File: src/ectp_map.vh
// Register offsets, field positions, reset values and timing counts of the compare timer pair.
// Operation
// - Unit 0 PWM duty needs rewrite after restart.
// - Unit 1 duty needs rewrite after every restart.
// - New duty applied after three count clocks.
// - Oscillator source is divided before counting.
`ifndef ECTP_MAP_VH
`define ECTP_MAP_VH
`define ECTP_ADDR_W 4
`define ECTP_U0_MODE 4'h0
`define ECTP_U0_PERIOD 4'h1
`define ECTP_U0_DUTY 4'h2
`define ECTP_U0_STAT 4'h3
`define ECTP_U1_MODE 4'h4
`define ECTP_U1_PERIOD 4'h5
`define ECTP_U1_DUTY 4'h6
`define ECTP_U1_STAT 4'h7
`define ECTP_ARMED 4'h8
`define ECTP_U0_ACTIVE 4'h9
`define ECTP_U1_ACTIVE 4'ha
`define ECTP_MODE_EN 7
`define ECTP_MODE_OP_HI 5
`define ECTP_MODE_OP_LO 4
`define ECTP_MODE_CKS_HI 2
`define ECTP_MODE_CKS_LO 0
`define ECTP_OP_INTERVAL 2'h0
`define ECTP_OP_PWM 2'h2
`define ECTP_OP_CARRIER 2'h1
`define ECTP_MODE_RST 8'h00
`define ECTP_PERIOD_RST 8'h00
`define ECTP_DUTY_RST 8'h00
`define ECTP_XFER_CLKS 2'h3
`define ECTP_CKS_OSC128 3'h5
`endif

File: src/ectp_top.v
// Two 8-bit compare timers with a register port and a divided count clock.
//
// Our own choices: the strobed register port and the address map.
`timescale 1ns/1ps
`default_nettype none
`include "ectp_map.vh"
module ectp_top (
  input wire clk,
  input wire rst,
  input wire [3:0] addr,
  input wire [7:0] wdata,
  input wire wr,
  input wire rd,
  input wire osc_sel,
  output reg [7:0] rdata_reg,
  output reg unit0_out_reg,
  output reg unit1_out_reg
);
  // Software-visible registers of both units.
  reg [7:0] unit0_mode_register;
  reg [7:0] unit1_mode_register;
  reg [7:0] per0_reg;
  reg [7:0] per1_reg;
  reg [7:0] unit0_duty_compare;
  reg [7:0] unit1_duty_compare;
  // Shared prescaler and the oscillator-select synchroniser.
  reg [7:0] prescale_reg;
  reg osc_s1_reg;
  reg osc_s2_reg;
  reg [7:0] rdata_next;
  // Per-unit buses, unit 1 in the upper byte.
  wire [15:0] mode_bus;
  wire [15:0] period_bus;
  wire [15:0] duty_bus;
  wire [15:0] count_bus;
  wire [15:0] active_bus;
  wire [1:0] pwm_raw;
  wire [1:0] armed;
  wire [1:0] tick;
  wire [1:0] duty_wr;
  wire [1:0] count_en;
  wire unit0_count_enable;
  wire unit1_count_enable;

  assign unit0_count_enable = unit0_mode_register[`ECTP_MODE_EN];
  assign unit1_count_enable = unit1_mode_register[`ECTP_MODE_EN];
  assign count_en = {unit1_count_enable, unit0_count_enable};
  assign mode_bus = {unit1_mode_register, unit0_mode_register};
  assign period_bus = {per1_reg, per0_reg};
  assign duty_bus = {unit1_duty_compare, unit0_duty_compare};

  // Selects a tick from the prescaler; an oscillator-run processor forces the /128 tap.
  function tick_of;
    input [2:0] cks;
    input [7:0] pre;
    input osc;
    reg [2:0] sel;
    begin
      sel = osc ? `ECTP_CKS_OSC128 : cks;
      case (sel)
        3'h0: tick_of = 1'b1;
        3'h1: tick_of = (pre[0] == 1'b1);
        3'h2: tick_of = (pre[1:0] == 2'h3);
        3'h3: tick_of = (pre[3:0] == 4'hf);
        3'h4: tick_of = (pre[5:0] == 6'h3f);
        3'h5: tick_of = (pre[6:0] == 7'h7f);
        default: tick_of = (pre == 8'hff);
      endcase
    end
  endfunction

  // Writes the mode byte; only the enable bit may change while counting.
  function [7:0] mode_wr;
    input [7:0] old;
    input [7:0] nv;
    begin
      if (old[`ECTP_MODE_EN]) begin
        mode_wr = old;
        mode_wr[`ECTP_MODE_EN] = nv[`ECTP_MODE_EN];
      end else begin
        mode_wr = nv;
      end
    end
  endfunction

  // Matches the register index against one map entry; used by the write decode only, the read decode has its own case.
  function reg_hit;
    input [3:0] a;
    input [3:0] idx;
    begin
      reg_hit = (a == idx);
    end
  endfunction

  // Two-flop synchroniser for the asynchronous oscillator-select level.
  always @(posedge clk) begin
    if (rst) begin
      osc_s1_reg <= 1'b0;
      osc_s2_reg <= 1'b0;
    end else begin
      osc_s1_reg <= osc_sel;
      osc_s2_reg <= osc_s1_reg;
    end
  end

  always @(posedge clk) begin
    if (rst) begin
      prescale_reg <= 8'h00;
    end else begin
      prescale_reg <= prescale_reg + 8'h01;
    end
  end

  always @(posedge clk) begin
    if (rst) begin
      unit0_mode_register <= `ECTP_MODE_RST;
      unit1_mode_register <= `ECTP_MODE_RST;
    end else if (wr) begin
      if (reg_hit(addr, `ECTP_U0_MODE)) begin
        unit0_mode_register <= mode_wr(unit0_mode_register, wdata);
      end
      if (reg_hit(addr, `ECTP_U1_MODE)) begin
        unit1_mode_register <= mode_wr(unit1_mode_register, wdata);
      end
    end
  end

  // A running unit keeps its period; writes while counting are dropped.
  always @(posedge clk) begin
    if (rst) begin
      per0_reg <= `ECTP_PERIOD_RST;
      per1_reg <= `ECTP_PERIOD_RST;
    end else if (wr) begin
      if (reg_hit(addr, `ECTP_U0_PERIOD) && !unit0_count_enable) begin
        per0_reg <= wdata;
      end
      if (reg_hit(addr, `ECTP_U1_PERIOD) && !unit1_count_enable) begin
        per1_reg <= wdata;
      end
    end
  end

  always @(posedge clk) begin
    if (rst) begin
      unit0_duty_compare <= `ECTP_DUTY_RST;
      unit1_duty_compare <= `ECTP_DUTY_RST;
    end else if (wr) begin
      if (reg_hit(addr, `ECTP_U0_DUTY)) begin
        unit0_duty_compare <= wdata;
      end
      if (reg_hit(addr, `ECTP_U1_DUTY)) begin
        unit1_duty_compare <= wdata;
      end
    end
  end

  always @* begin
    rdata_next = 8'h00;
    if (rd) begin
      case (addr)
        `ECTP_U0_MODE: rdata_next = unit0_mode_register;
        `ECTP_U1_MODE: rdata_next = unit1_mode_register;
        `ECTP_U0_PERIOD: rdata_next = per0_reg;
        `ECTP_U1_PERIOD: rdata_next = per1_reg;
        `ECTP_U0_DUTY: rdata_next = unit0_duty_compare;
        `ECTP_U1_DUTY: rdata_next = unit1_duty_compare;
        `ECTP_U0_STAT: rdata_next = count_bus[7:0];
        `ECTP_U1_STAT: rdata_next = count_bus[15:8];
        `ECTP_ARMED: rdata_next = {6'h00, armed};
        `ECTP_U0_ACTIVE: rdata_next = active_bus[7:0];
        `ECTP_U1_ACTIVE: rdata_next = active_bus[15:8];
        default: rdata_next = 8'h00;
      endcase
    end
  end

  // Every top output leaves through a flop of its own.
  always @(posedge clk) begin
    if (rst) begin
      rdata_reg <= 8'h00;
      unit0_out_reg <= 1'b0;
      unit1_out_reg <= 1'b0;
    end else begin
      rdata_reg <= rdata_next;
      unit0_out_reg <= pwm_raw[0];
      unit1_out_reg <= pwm_raw[1];
    end
  end

  // Unit 1 carrier mode relies on software keeping its clock fast enough.
  genvar gi;
  generate
    for (gi = 0; gi < 2; gi = gi + 1) begin : g_unit
      assign tick[gi] = tick_of(mode_bus[8 * gi + `ECTP_MODE_CKS_HI -: 3], prescale_reg, osc_s2_reg);
      assign duty_wr[gi] = wr & reg_hit(addr, (gi == 0) ? `ECTP_U0_DUTY : `ECTP_U1_DUTY);
      ectp_unit u_unit (
        .clk(clk),
        .rst(rst),
        .tick(tick[gi]),
        .en(count_en[gi]),
        .op(mode_bus[8 * gi + `ECTP_MODE_OP_HI -: 2]),
        .period(period_bus[8 * gi + 7 -: 8]),
        .duty(duty_bus[8 * gi + 7 -: 8]),
        .duty_wr(duty_wr[gi]),
        .pwm_out_reg(pwm_raw[gi]),
        .count_reg(count_bus[8 * gi + 7 -: 8]),
        .duty_armed_reg(armed[gi]),
        .active_duty_reg(active_bus[8 * gi + 7 -: 8])
      );
    end
  endgenerate
endmodule // ectp_top
`default_nettype wire

File: src/ectp_unit.v
// One 8-bit compare timer unit with period, duty and PWM output.
`timescale 1ns/1ps
`default_nettype none
`include "ectp_map.vh"
module ectp_unit (
  input wire clk,
  input wire rst,
  input wire tick,
  input wire en,
  input wire [1:0] op,
  input wire [7:0] period,
  input wire [7:0] duty,
  input wire duty_wr,
  output reg pwm_out_reg,
  output reg [7:0] count_reg,
  output reg duty_armed_reg,
  output reg [7:0] active_duty_reg
);
  reg en_d_reg;
  reg pend_reg;
  reg [1:0] wait_reg;
  wire start;
  assign start = en & ~en_d_reg;

  always @(posedge clk) begin
    if (rst) begin
      en_d_reg <= 1'b0;
      pend_reg <= 1'b0;
      wait_reg <= 2'h0;
      duty_armed_reg <= 1'b0;
      active_duty_reg <= `ECTP_DUTY_RST;
      count_reg <= 8'h00;
      pwm_out_reg <= 1'b0;
    end else begin
      en_d_reg <= en;
      // A restart drops the loaded duty until software writes it again.
      if (start) begin
        duty_armed_reg <= 1'b0;
      end
      if (duty_wr) begin
        pend_reg <= 1'b1;
        wait_reg <= 2'h0;
      end else if (start) begin
        // A value written before the restart must not load after it.
        pend_reg <= 1'b0;
      end else if (pend_reg && tick) begin
        if (wait_reg == `ECTP_XFER_CLKS - 2'h1) begin
          pend_reg <= 1'b0;
          active_duty_reg <= duty;
          duty_armed_reg <= 1'b1;
        end else begin
          wait_reg <= wait_reg + 2'h1;
        end
      end
      if (!en) begin
        count_reg <= 8'h00;
        pwm_out_reg <= 1'b0;
      end else if (start) begin
        count_reg <= 8'h00;
        pwm_out_reg <= (op != `ECTP_OP_INTERVAL);
      end else if (tick) begin
        if (count_reg == period) begin
          count_reg <= 8'h00;
          pwm_out_reg <= (op != `ECTP_OP_INTERVAL);
        end else begin
          count_reg <= count_reg + 8'h01;
          if (op != `ECTP_OP_INTERVAL && duty_armed_reg && count_reg == active_duty_reg) begin
            pwm_out_reg <= 1'b0;
          end
        end
      end
    end
  end
endmodule // ectp_unit
`default_nettype wire

File: config.mk
export PLATFORM = sky130hd
export DESIGN_NAME = ectp_top
export DESIGN_NICKNAME = d
export VERILOG_FILES = /design/src/ectp_top.v /design/src/ectp_unit.v
export VERILOG_INCLUDE_DIRS = /design/src
export SDC_FILE = /design/constraint.sdc
export NUM_CORES = 1
export LEC_CHECK = 0
export BUFFER_PORTS_ARGS = -buffer_cell sky130_fd_sc_hd__buf_2
export CORE_MARGIN = 2
export CORE_UTILIZATION = 65
export CTS_CLUSTER_SIZE = 25
export DETAILED_ROUTE_END_ITERATION = 12
export HOLD_SLACK_MARGIN = 0.15
export PLACE_DENSITY = 0.93
export SLEW_MARGIN = 30
export SYNTH_ARGS = -nofsm -noshare
export SYNTH_HDL_FRONTEND = slang
export SYNTH_SLANG_ARGS = --single-unit
File: constraint.sdc
create_clock -name clk -period 5.33 [get_ports clk]
set_clock_uncertainty 0.2 [all_clocks]
set_input_delay 0.533 -clock clk [delete_from_list [all_inputs] [get_ports clk]]
set_output_delay 0.533 -clock clk [all_outputs]
set_load 0.02 [all_outputs]
==> results of run 1 <==
[timing repair]
action	CTS	global route
buffers inserted	0	0
resized for setup	0	0
hold endpoints to repair	1	0
hold buffers	1	0
[cell type report]
type                    instances  share of cell area
multi-input cells             534              0.5574
clock buffers                   9             0.01984
well taps                     108             0.02165
flip-flops and latches        112              0.3592
repair buffers                 32             0.02846
inverters                       6            0.003608
clock inverters                 7            0.009822
[stage by stage]
step / worst slack, ns / cell area (sq um) / hold slack (ns) / power [mW]
finish: 2.475 / 6242 / 0.2477 / 1.474
global placement: 2.276 / 6027 / 0.2207 / 0.9883
CTS: 2.476 / 6240 / 0.2522 / 1.472
detailed placement: 2.227 / 6045 / 0.2253 / 0.9936
floorplan: 3.055 / 5939 / 0.2138 / 0.9551
global route: 2.239 / 6242 / 0.2778 / 1.511
[kinds of logic (layout without fill, tap and decap cells)]
| group | Yosys count | after routing | share of synthesized area |
|---|---|---|---|
| adder cells (fa/ha/maj) | 5 | 5 | 0.01053 |
| flip-flops | 112 | 112 | 0.3775 |
| AO/OA/AOI/OAI | 168 | 168 | 0.1938 |
| AND/OR/NAND/NOR | 274 | 274 | 0.2345 |
| multiplexers | 50 | 50 | 0.08700 |
| buffers and inverters | 57 | 54 | 0.04213 |
| XOR/XNOR | 37 | 37 | 0.05456 |
[power by group through the flow]
stage	sequential, mW	combinational, mW	clock (mW)
after global placement	0.874	0.115	0
after CTS	0.855	0.121	0.496
after floorplan	0.872	0.0833	0
after global routing	0.857	0.133	0.521
after detailed placement	0.874	0.119	0
final	0.856	0.126	0.493
[worst register-to-register path, cell delays in order, from the launching register on]
cell,delay [ns]
sky130_fd_sc_hd__dfxtp_1,0.46
sky130_fd_sc_hd__ha_1,0.30
sky130_fd_sc_hd__nand3_1,0.25
sky130_fd_sc_hd__o21ai_1,0.34
sky130_fd_sc_hd__a221oi_4,0.21
sky130_fd_sc_hd__nor4_4,0.74
sky130_fd_sc_hd__mux2i_1,0.28
[layout by cell type (no fill, tap or decap), types with 12 or more instances in the layout]
cell type and count:
sky130_fd_sc_hd__nand2_1 99, sky130_fd_sc_hd__nand3_1 37, sky130_fd_sc_hd__xnor2_1 17, sky130_fd_sc_hd__dfxtp_1 112, sky130_fd_sc_hd__o21ai_0 16, sky130_fd_sc_hd__nor2b_1 18
sky130_fd_sc_hd__buf_2 26, sky130_fd_sc_hd__nand4_1 12, sky130_fd_sc_hd__xor2_1 20, sky130_fd_sc_hd__a21oi_1 69, sky130_fd_sc_hd__nor2_1 40, sky130_fd_sc_hd__mux2i_1 40
[how the worst min path moves through the flow]
stage	startpoint	endpoint	slack, ns
after floorplan	osc_s1_reg$_SDFF_PP0_	osc_s2_reg$_SDFF_PP0_	0.21
after global placement	osc_s1_reg$_SDFF_PP0_	osc_s2_reg$_SDFF_PP0_	0.22
after detailed placement	osc_s1_reg$_SDFF_PP0_	osc_s2_reg$_SDFF_PP0_	0.23
after CTS	osc_s1_reg$_SDFF_PP0_	osc_s2_reg$_SDFF_PP0_	0.25
after global routing	wdata[6]	unit1_mode_register[6]$_SDFFE_PP0P_	0.28
final	osc_s1_reg$_SDFF_PP0_	osc_s2_reg$_SDFF_PP0_	0.25
[layer usage]
layer | share of wire | up-vias | routed length (um)
li1 | - | 2515 | -
met5 | 0.00076 | - | 13
met3 | 0.12 | 62 | 2034
met4 | 0.026 | 2 | 449
met1 | 0.39 | 2610 | 6604
met2 | 0.46 | 338 | 7900
==> metrics.csv, run 1 <==
metric,value,unit
run status,completed,
cell area after technology mapping,5939,sq um
remaining antenna violation count,0,
IO Count,27,
worst reg2reg path depth,6,
class of the most critical hold timing path,flip-flop to flip-flop,
Cells after DPL,791,
number of antenna violations at the first check in global routing,1,
total count of hold-check failures in the final report,0,
insertion delay to the later sink of the worst-skew pair,0.39,ns
number of DRC markers after the initial detailed-route iteration,675,
sw power,411.5,uW
vias in the first global route,5126,
Remaining DRCs,0,
pin slew with the least headroom to its limit,0.9670,ns
area of the placeable core,8806,sq um
area taken by flip-flops and latches,2242,sq um
cell count after synthesis,703,
Reg power frac,0.581,
cell type with the highest aggregate area in the netlist,sky130_fd_sc_hd__dfxtp_1,
die outline area,9918,sq um
per-cell routed wire length,21.04,um
worst vdd rail ir drop,0.1996,mV
maximum frequency from static timing analysis,0.3503,GHz
Initial DRT Pass Iterations,7,
max incr delay on CP,0.74,ns
Routability Congestion,1.053,
Yosys reg bits,112,
internal power,1.063,mW
Yosys warning count,0,
nets@finish,717,
clock edge transition at the registers on the reported setup and hold paths,0.11,ns
clock network fraction of total power,0.334,
count of flip-flops with a built-in enable after synthesis,0,
maximum clock path buffer count,2,
Crit Reg-Reg Startpoint,prescale_reg[0]$_SDFF_PP0_,
horizontal extent of the die,99.59,um
quantity of I/O buffers inserted on ports,26,
worst slew margin relative to its limit,0.3530,
routed vias/inst,6.840,
count of buffer and inverter cells on the critical path,0,
layout overhead on the synthesized area,5.098,%
Crit Path Class,flip-flop to flip-flop,
slack of the worst reg-to-reg path,2.47,ns
TritonCTS clock tree,built,
type of element launching the critical path,flip-flop,
top cell types by occurrence after synthesis,"112 x sky130_fd_sc_hd__dfxtp_1, 99 x sky130_fd_sc_hd__nand2_1, 69 x sky130_fd_sc_hd__a21oi_1, 41 x sky130_fd_sc_hd__nor2_1, 40 x sky130_fd_sc_hd__mux2i_1",
total congestion overflow after global routing,0,
largest net degree at the start of global routing,41,
"Critical Path, Cell by Cell","ha_1, nand3_1, o21ai_1, a221oi_4, nor4_4, mux2i_1",
number of filler cells placed in the layout,670,
slowest library cell on the worst path,sky130_fd_sc_hd__nor4_4,
initial core utilization,0.6745,
average cell area after synthesis,8.449,sq um
Max Transition Viols Final,0,
Comb pwr share,0.085,
count of unique library cells instantiated by Yosys,71,
n_diodes,0,
H-tree lvl count,3,
Tot GR Track Use,0.3480,
switching fraction of total power,0.2792,
maximum net fanout on the critical path,17,
root buf cell,sky130_fd_sc_hd__clkbuf_8,
met1 Use GR,0.4614,
chip height,99.59,um
number of maximum-capacitance constraint violations,0,
final worst path period share,0.5357,
TritonCTS Buffers,9,
share of final-layout standard cells stronger than drive strength 1,0.1086,
most common flop cell mapped by yosys,sky130_fd_sc_hd__dfxtp_1,
most crowded layer after global routing,met2,
"FFs w/ async S/R, synth",0,
share of the yosys chip area belonging to registers,0.3775,
count of cells along the worst hold path,1,
sum of negative setup slack,0,ns
Yosys top cell area share,0.3775,
"Min Clock Period, post-route",2.855,ns
Routed WL,17.00,mm
power density of the placed cells,236.2,nW/um^2
cell class contributing the biggest share of worst-path delay,simple AND/OR/NAND/NOR gates,
total number of clock tree sinks,112,
Critical path destination,g_unit[1].u_unit.active_duty_reg[2]$_SDFFE_PP0P_,
global-route wire length before repair,27.05,mm
worst endpoint data arrival time,2.97,ns
required arrival time at the worst endpoint,5.44,ns
leakage power summed over all cells,2.337,nW
utilization after layout,0.7089,
via total after detailed routing,5527,
GR Util met3,0.08363,
placed wire-length estimate,12.06,mm
r2r endpoint,g_unit[1].u_unit.active_duty_reg[2]$_SDFFE_PP0P_,
total number of cells along the worst setup path,6,
critical path startpoint,prescale_reg[0]$_SDFF_PP0_,
met2 global-route usage,0.5712,
setup repair after global routing missed its margin,false,
multi-input logic area,3480,sq um
Final Instance Count excl. Fillers,808,
top cells by area in the synthesized netlist,"sky130_fd_sc_hd__dfxtp_1 38%, sky130_fd_sc_hd__mux2i_1 6.7%, sky130_fd_sc_hd__nand2_1 6.3%",
Synth Net Count,725,
final count of negative-setup-slack endpoints,0,
Critical Path End Type,flip-flop,
cell with the most instances after synthesis,sky130_fd_sc_hd__dfxtp_1,
# rows,34,
(Power assumes the default switching activity.)
==> run 2: changes to the inputs <==
CORE_UTILIZATION = 62   (was 65)
PLACE_DENSITY = 0.89   (was 0.93)
clock period = 3 ns   (was 5.33 ns; I/O delays follow)
==> run 2 against run 1 <==
Net effect:
- critical path depth unchanged
- cell count up 5.6%
- combinational power up 92%
- design area up 3.1%
- sequential power up 78%
- via count up 1.8%
- wire length about the same
- count of clock-buffer cells in the layout up 1
- first-iteration DRC count up 33%
- global-route usage down 0.72 points
- utilization down 1.5 points
- fmax up 2.5%
- largest power group unchanged
==> metrics.csv, run 2 (synthesized netlist as in run 1, its figures left out) <==
metric,value,unit
run status,completed,
per-cell routed wire length,19.94,um
GR Util met3,0.09576,
Tot GR Track Use,0.3408,
share of final-layout standard cells stronger than drive strength 1,0.1215,
Routability Congestion,1.036,
final worst path period share,0.9283,
IO Count,27,
total number of clock tree sinks,112,
layout overhead on the synthesized area,8.405,%
area of the placeable core,9284,sq um
number of buffers inserted for hold repair after clock tree synthesis,10,
required arrival time at the worst endpoint,3.09,ns
chip height,101.9,um
routed vias/inst,6.596,
Critical Path End Type,flip-flop,
Initial DRT Pass Iterations,6,
post-cts resize count,0,
Cells after DPL,827,
"most common cell after layout, fill and taps aside",sky130_fd_sc_hd__dfxtp_1,
met2 global-route usage,0.5359,
final count of negative-setup-slack endpoints,0,
class of the most critical hold timing path,input pin to flip-flop,
number of setup buffers added after CTS,0,
placed wire-length estimate,12.02,mm
maximum frequency from static timing analysis,0.3591,GHz
total count of hold-check failures in the final report,0,
power density of the placed cells,402.7,nW/um^2
H-tree lvl count,3,
total congestion overflow after global routing,0,
most crowded layer after global routing,met2,
remaining antenna violation count,0,
worst vdd rail ir drop,0.3695,mV
vias in the first global route,5331,
utilization after layout,0.6935,
type of element launching the critical path,flip-flop,
maximum clock path buffer count,2,
"Min Clock Period, post-route",2.785,ns
initial core utilization,0.6398,
Remaining DRCs,0,
horizontal extent of the die,101.9,um
setup repair after global routing missed its margin,false,
worst slew margin relative to its limit,0.5350,
Routed WL,17.01,mm
pin slew with the least headroom to its limit,0.6974,ns
root buf cell,sky130_fd_sc_hd__clkbuf_8,
nets@finish,741,
number of filler cells placed in the layout,754,
TritonCTS clock tree,built,
die outline area,10380,sq um
worst endpoint data arrival time,2.87,ns
global-route wire length before repair,27.20,mm
clock edge transition at the registers on the reported setup and hold paths,0.11,ns
largest net degree at the start of global routing,33,
Final Instance Count excl. Fillers,853,
leakage power summed over all cells,2.438,nW
# rows,35,
via total after detailed routing,5626,
number of antenna violations at the first check in global routing,0,
placed inst area,6166,sq um
Post-Layout Inst Area,6439,sq um
Crit Path Class,flip-flop to flip-flop,
n_diodes,0,
number of DRC markers after the initial detailed-route iteration,898,
quantity of I/O buffers inserted on ports,26,
sum of negative setup slack,0,ns
number of maximum-capacitance constraint violations,0,
TritonCTS Buffers,9,
most frequent cells in the layout,"112 x sky130_fd_sc_hd__dfxtp_1, 99 x sky130_fd_sc_hd__nand2_1, 69 x sky130_fd_sc_hd__a21oi_1",
met1 Use GR,0.4390,
Max Transition Viols Final,0,
insertion delay to the later sink of the worst-skew pair,0.39,ns
maximum net fanout on the critical path,10,
-- run 2: changes by cell type in the layout (fill, tap and decap cells not counted), sizes merged --
| cell | delta |
|---|---|
| inv | -4 |
| clkbuf | +1 |
| dlygate4sd3 | +9 |
| buf | +15 |
| clkinvlp | -1 |
| clkinv | +4 |
-- run 2: worst paths after layout --
check / slack [ns] / depth (start not counted) / startpoint / endpoint
setup / recovery: 0.22 / 6 / prescale_reg[0]$_SDFF_PP0_ / g_unit[0].u_unit.wait_reg[0]$_SDFFE_PP0P_
hold / removal: 0.17 / 2 / rst / per0_reg[5]$_SDFFE_PP0P_
setup reg to reg: 0.22 / 6 / prescale_reg[0]$_SDFF_PP0_ / g_unit[0].u_unit.wait_reg[0]$_SDFFE_PP0P_
hold reg to reg: 0.25 / 1 / osc_s1_reg$_SDFF_PP0_ / osc_s2_reg$_SDFF_PP0_
-- run 2: layout make-up --
type	count	area, sq um	share of cell area
sequential	112	2242	0.3482
inverter	6	22.52	0.003498
clock inverter	6	45.04	0.006996
clock buffer	10	127.6	0.01982
timing repair buffer	56	380.4	0.05907
tap	129	161.4	0.02507
multi-input combinational	534	3460	0.5373
-- run 2: layer usage --
layer / part of all wire / vias up
met5: 0 / -
met4: 0.048 / 0
met3: 0.11 / 93
met2: 0.45 / 369
met1: 0.39 / 2596
li1: - / 2568
-- run 2: stage by stage --
step | hold slack, ns | worst slack [ns] | power, mW
3_5_place_dp | 0.2247 | 0.2456 | 1.774
6_report | 0.1676 | 0.2151 | 2.593
5_1_grt | 0.1707 | 0.06005 | 2.672
3_3_place_gp | 0.2160 | 0.4717 | 1.767
4_1_cts | 0.1562 | 0.2126 | 2.591
2_1_floorplan | 0.2138 | 0.7248 | 1.697
-- run 2: power by group --
group	leakage, nW	internal [mW]	switching [mW]
combinational	1.44	0.0806	0.162
sequential	0.904	1.50	0.0176
clock	0.0906	0.307	0.523
-- run 2: worst max-delay path, stage by stage, from the launching register on --
cell,delay (ns)
sky130_fd_sc_hd__dfxtp_1,0.46
sky130_fd_sc_hd__ha_1,0.30
sky130_fd_sc_hd__nand3_1,0.24
sky130_fd_sc_hd__nor3_1,0.48
sky130_fd_sc_hd__a221o_1,0.42
sky130_fd_sc_hd__and3_4,0.29
sky130_fd_sc_hd__mux2_4,0.30
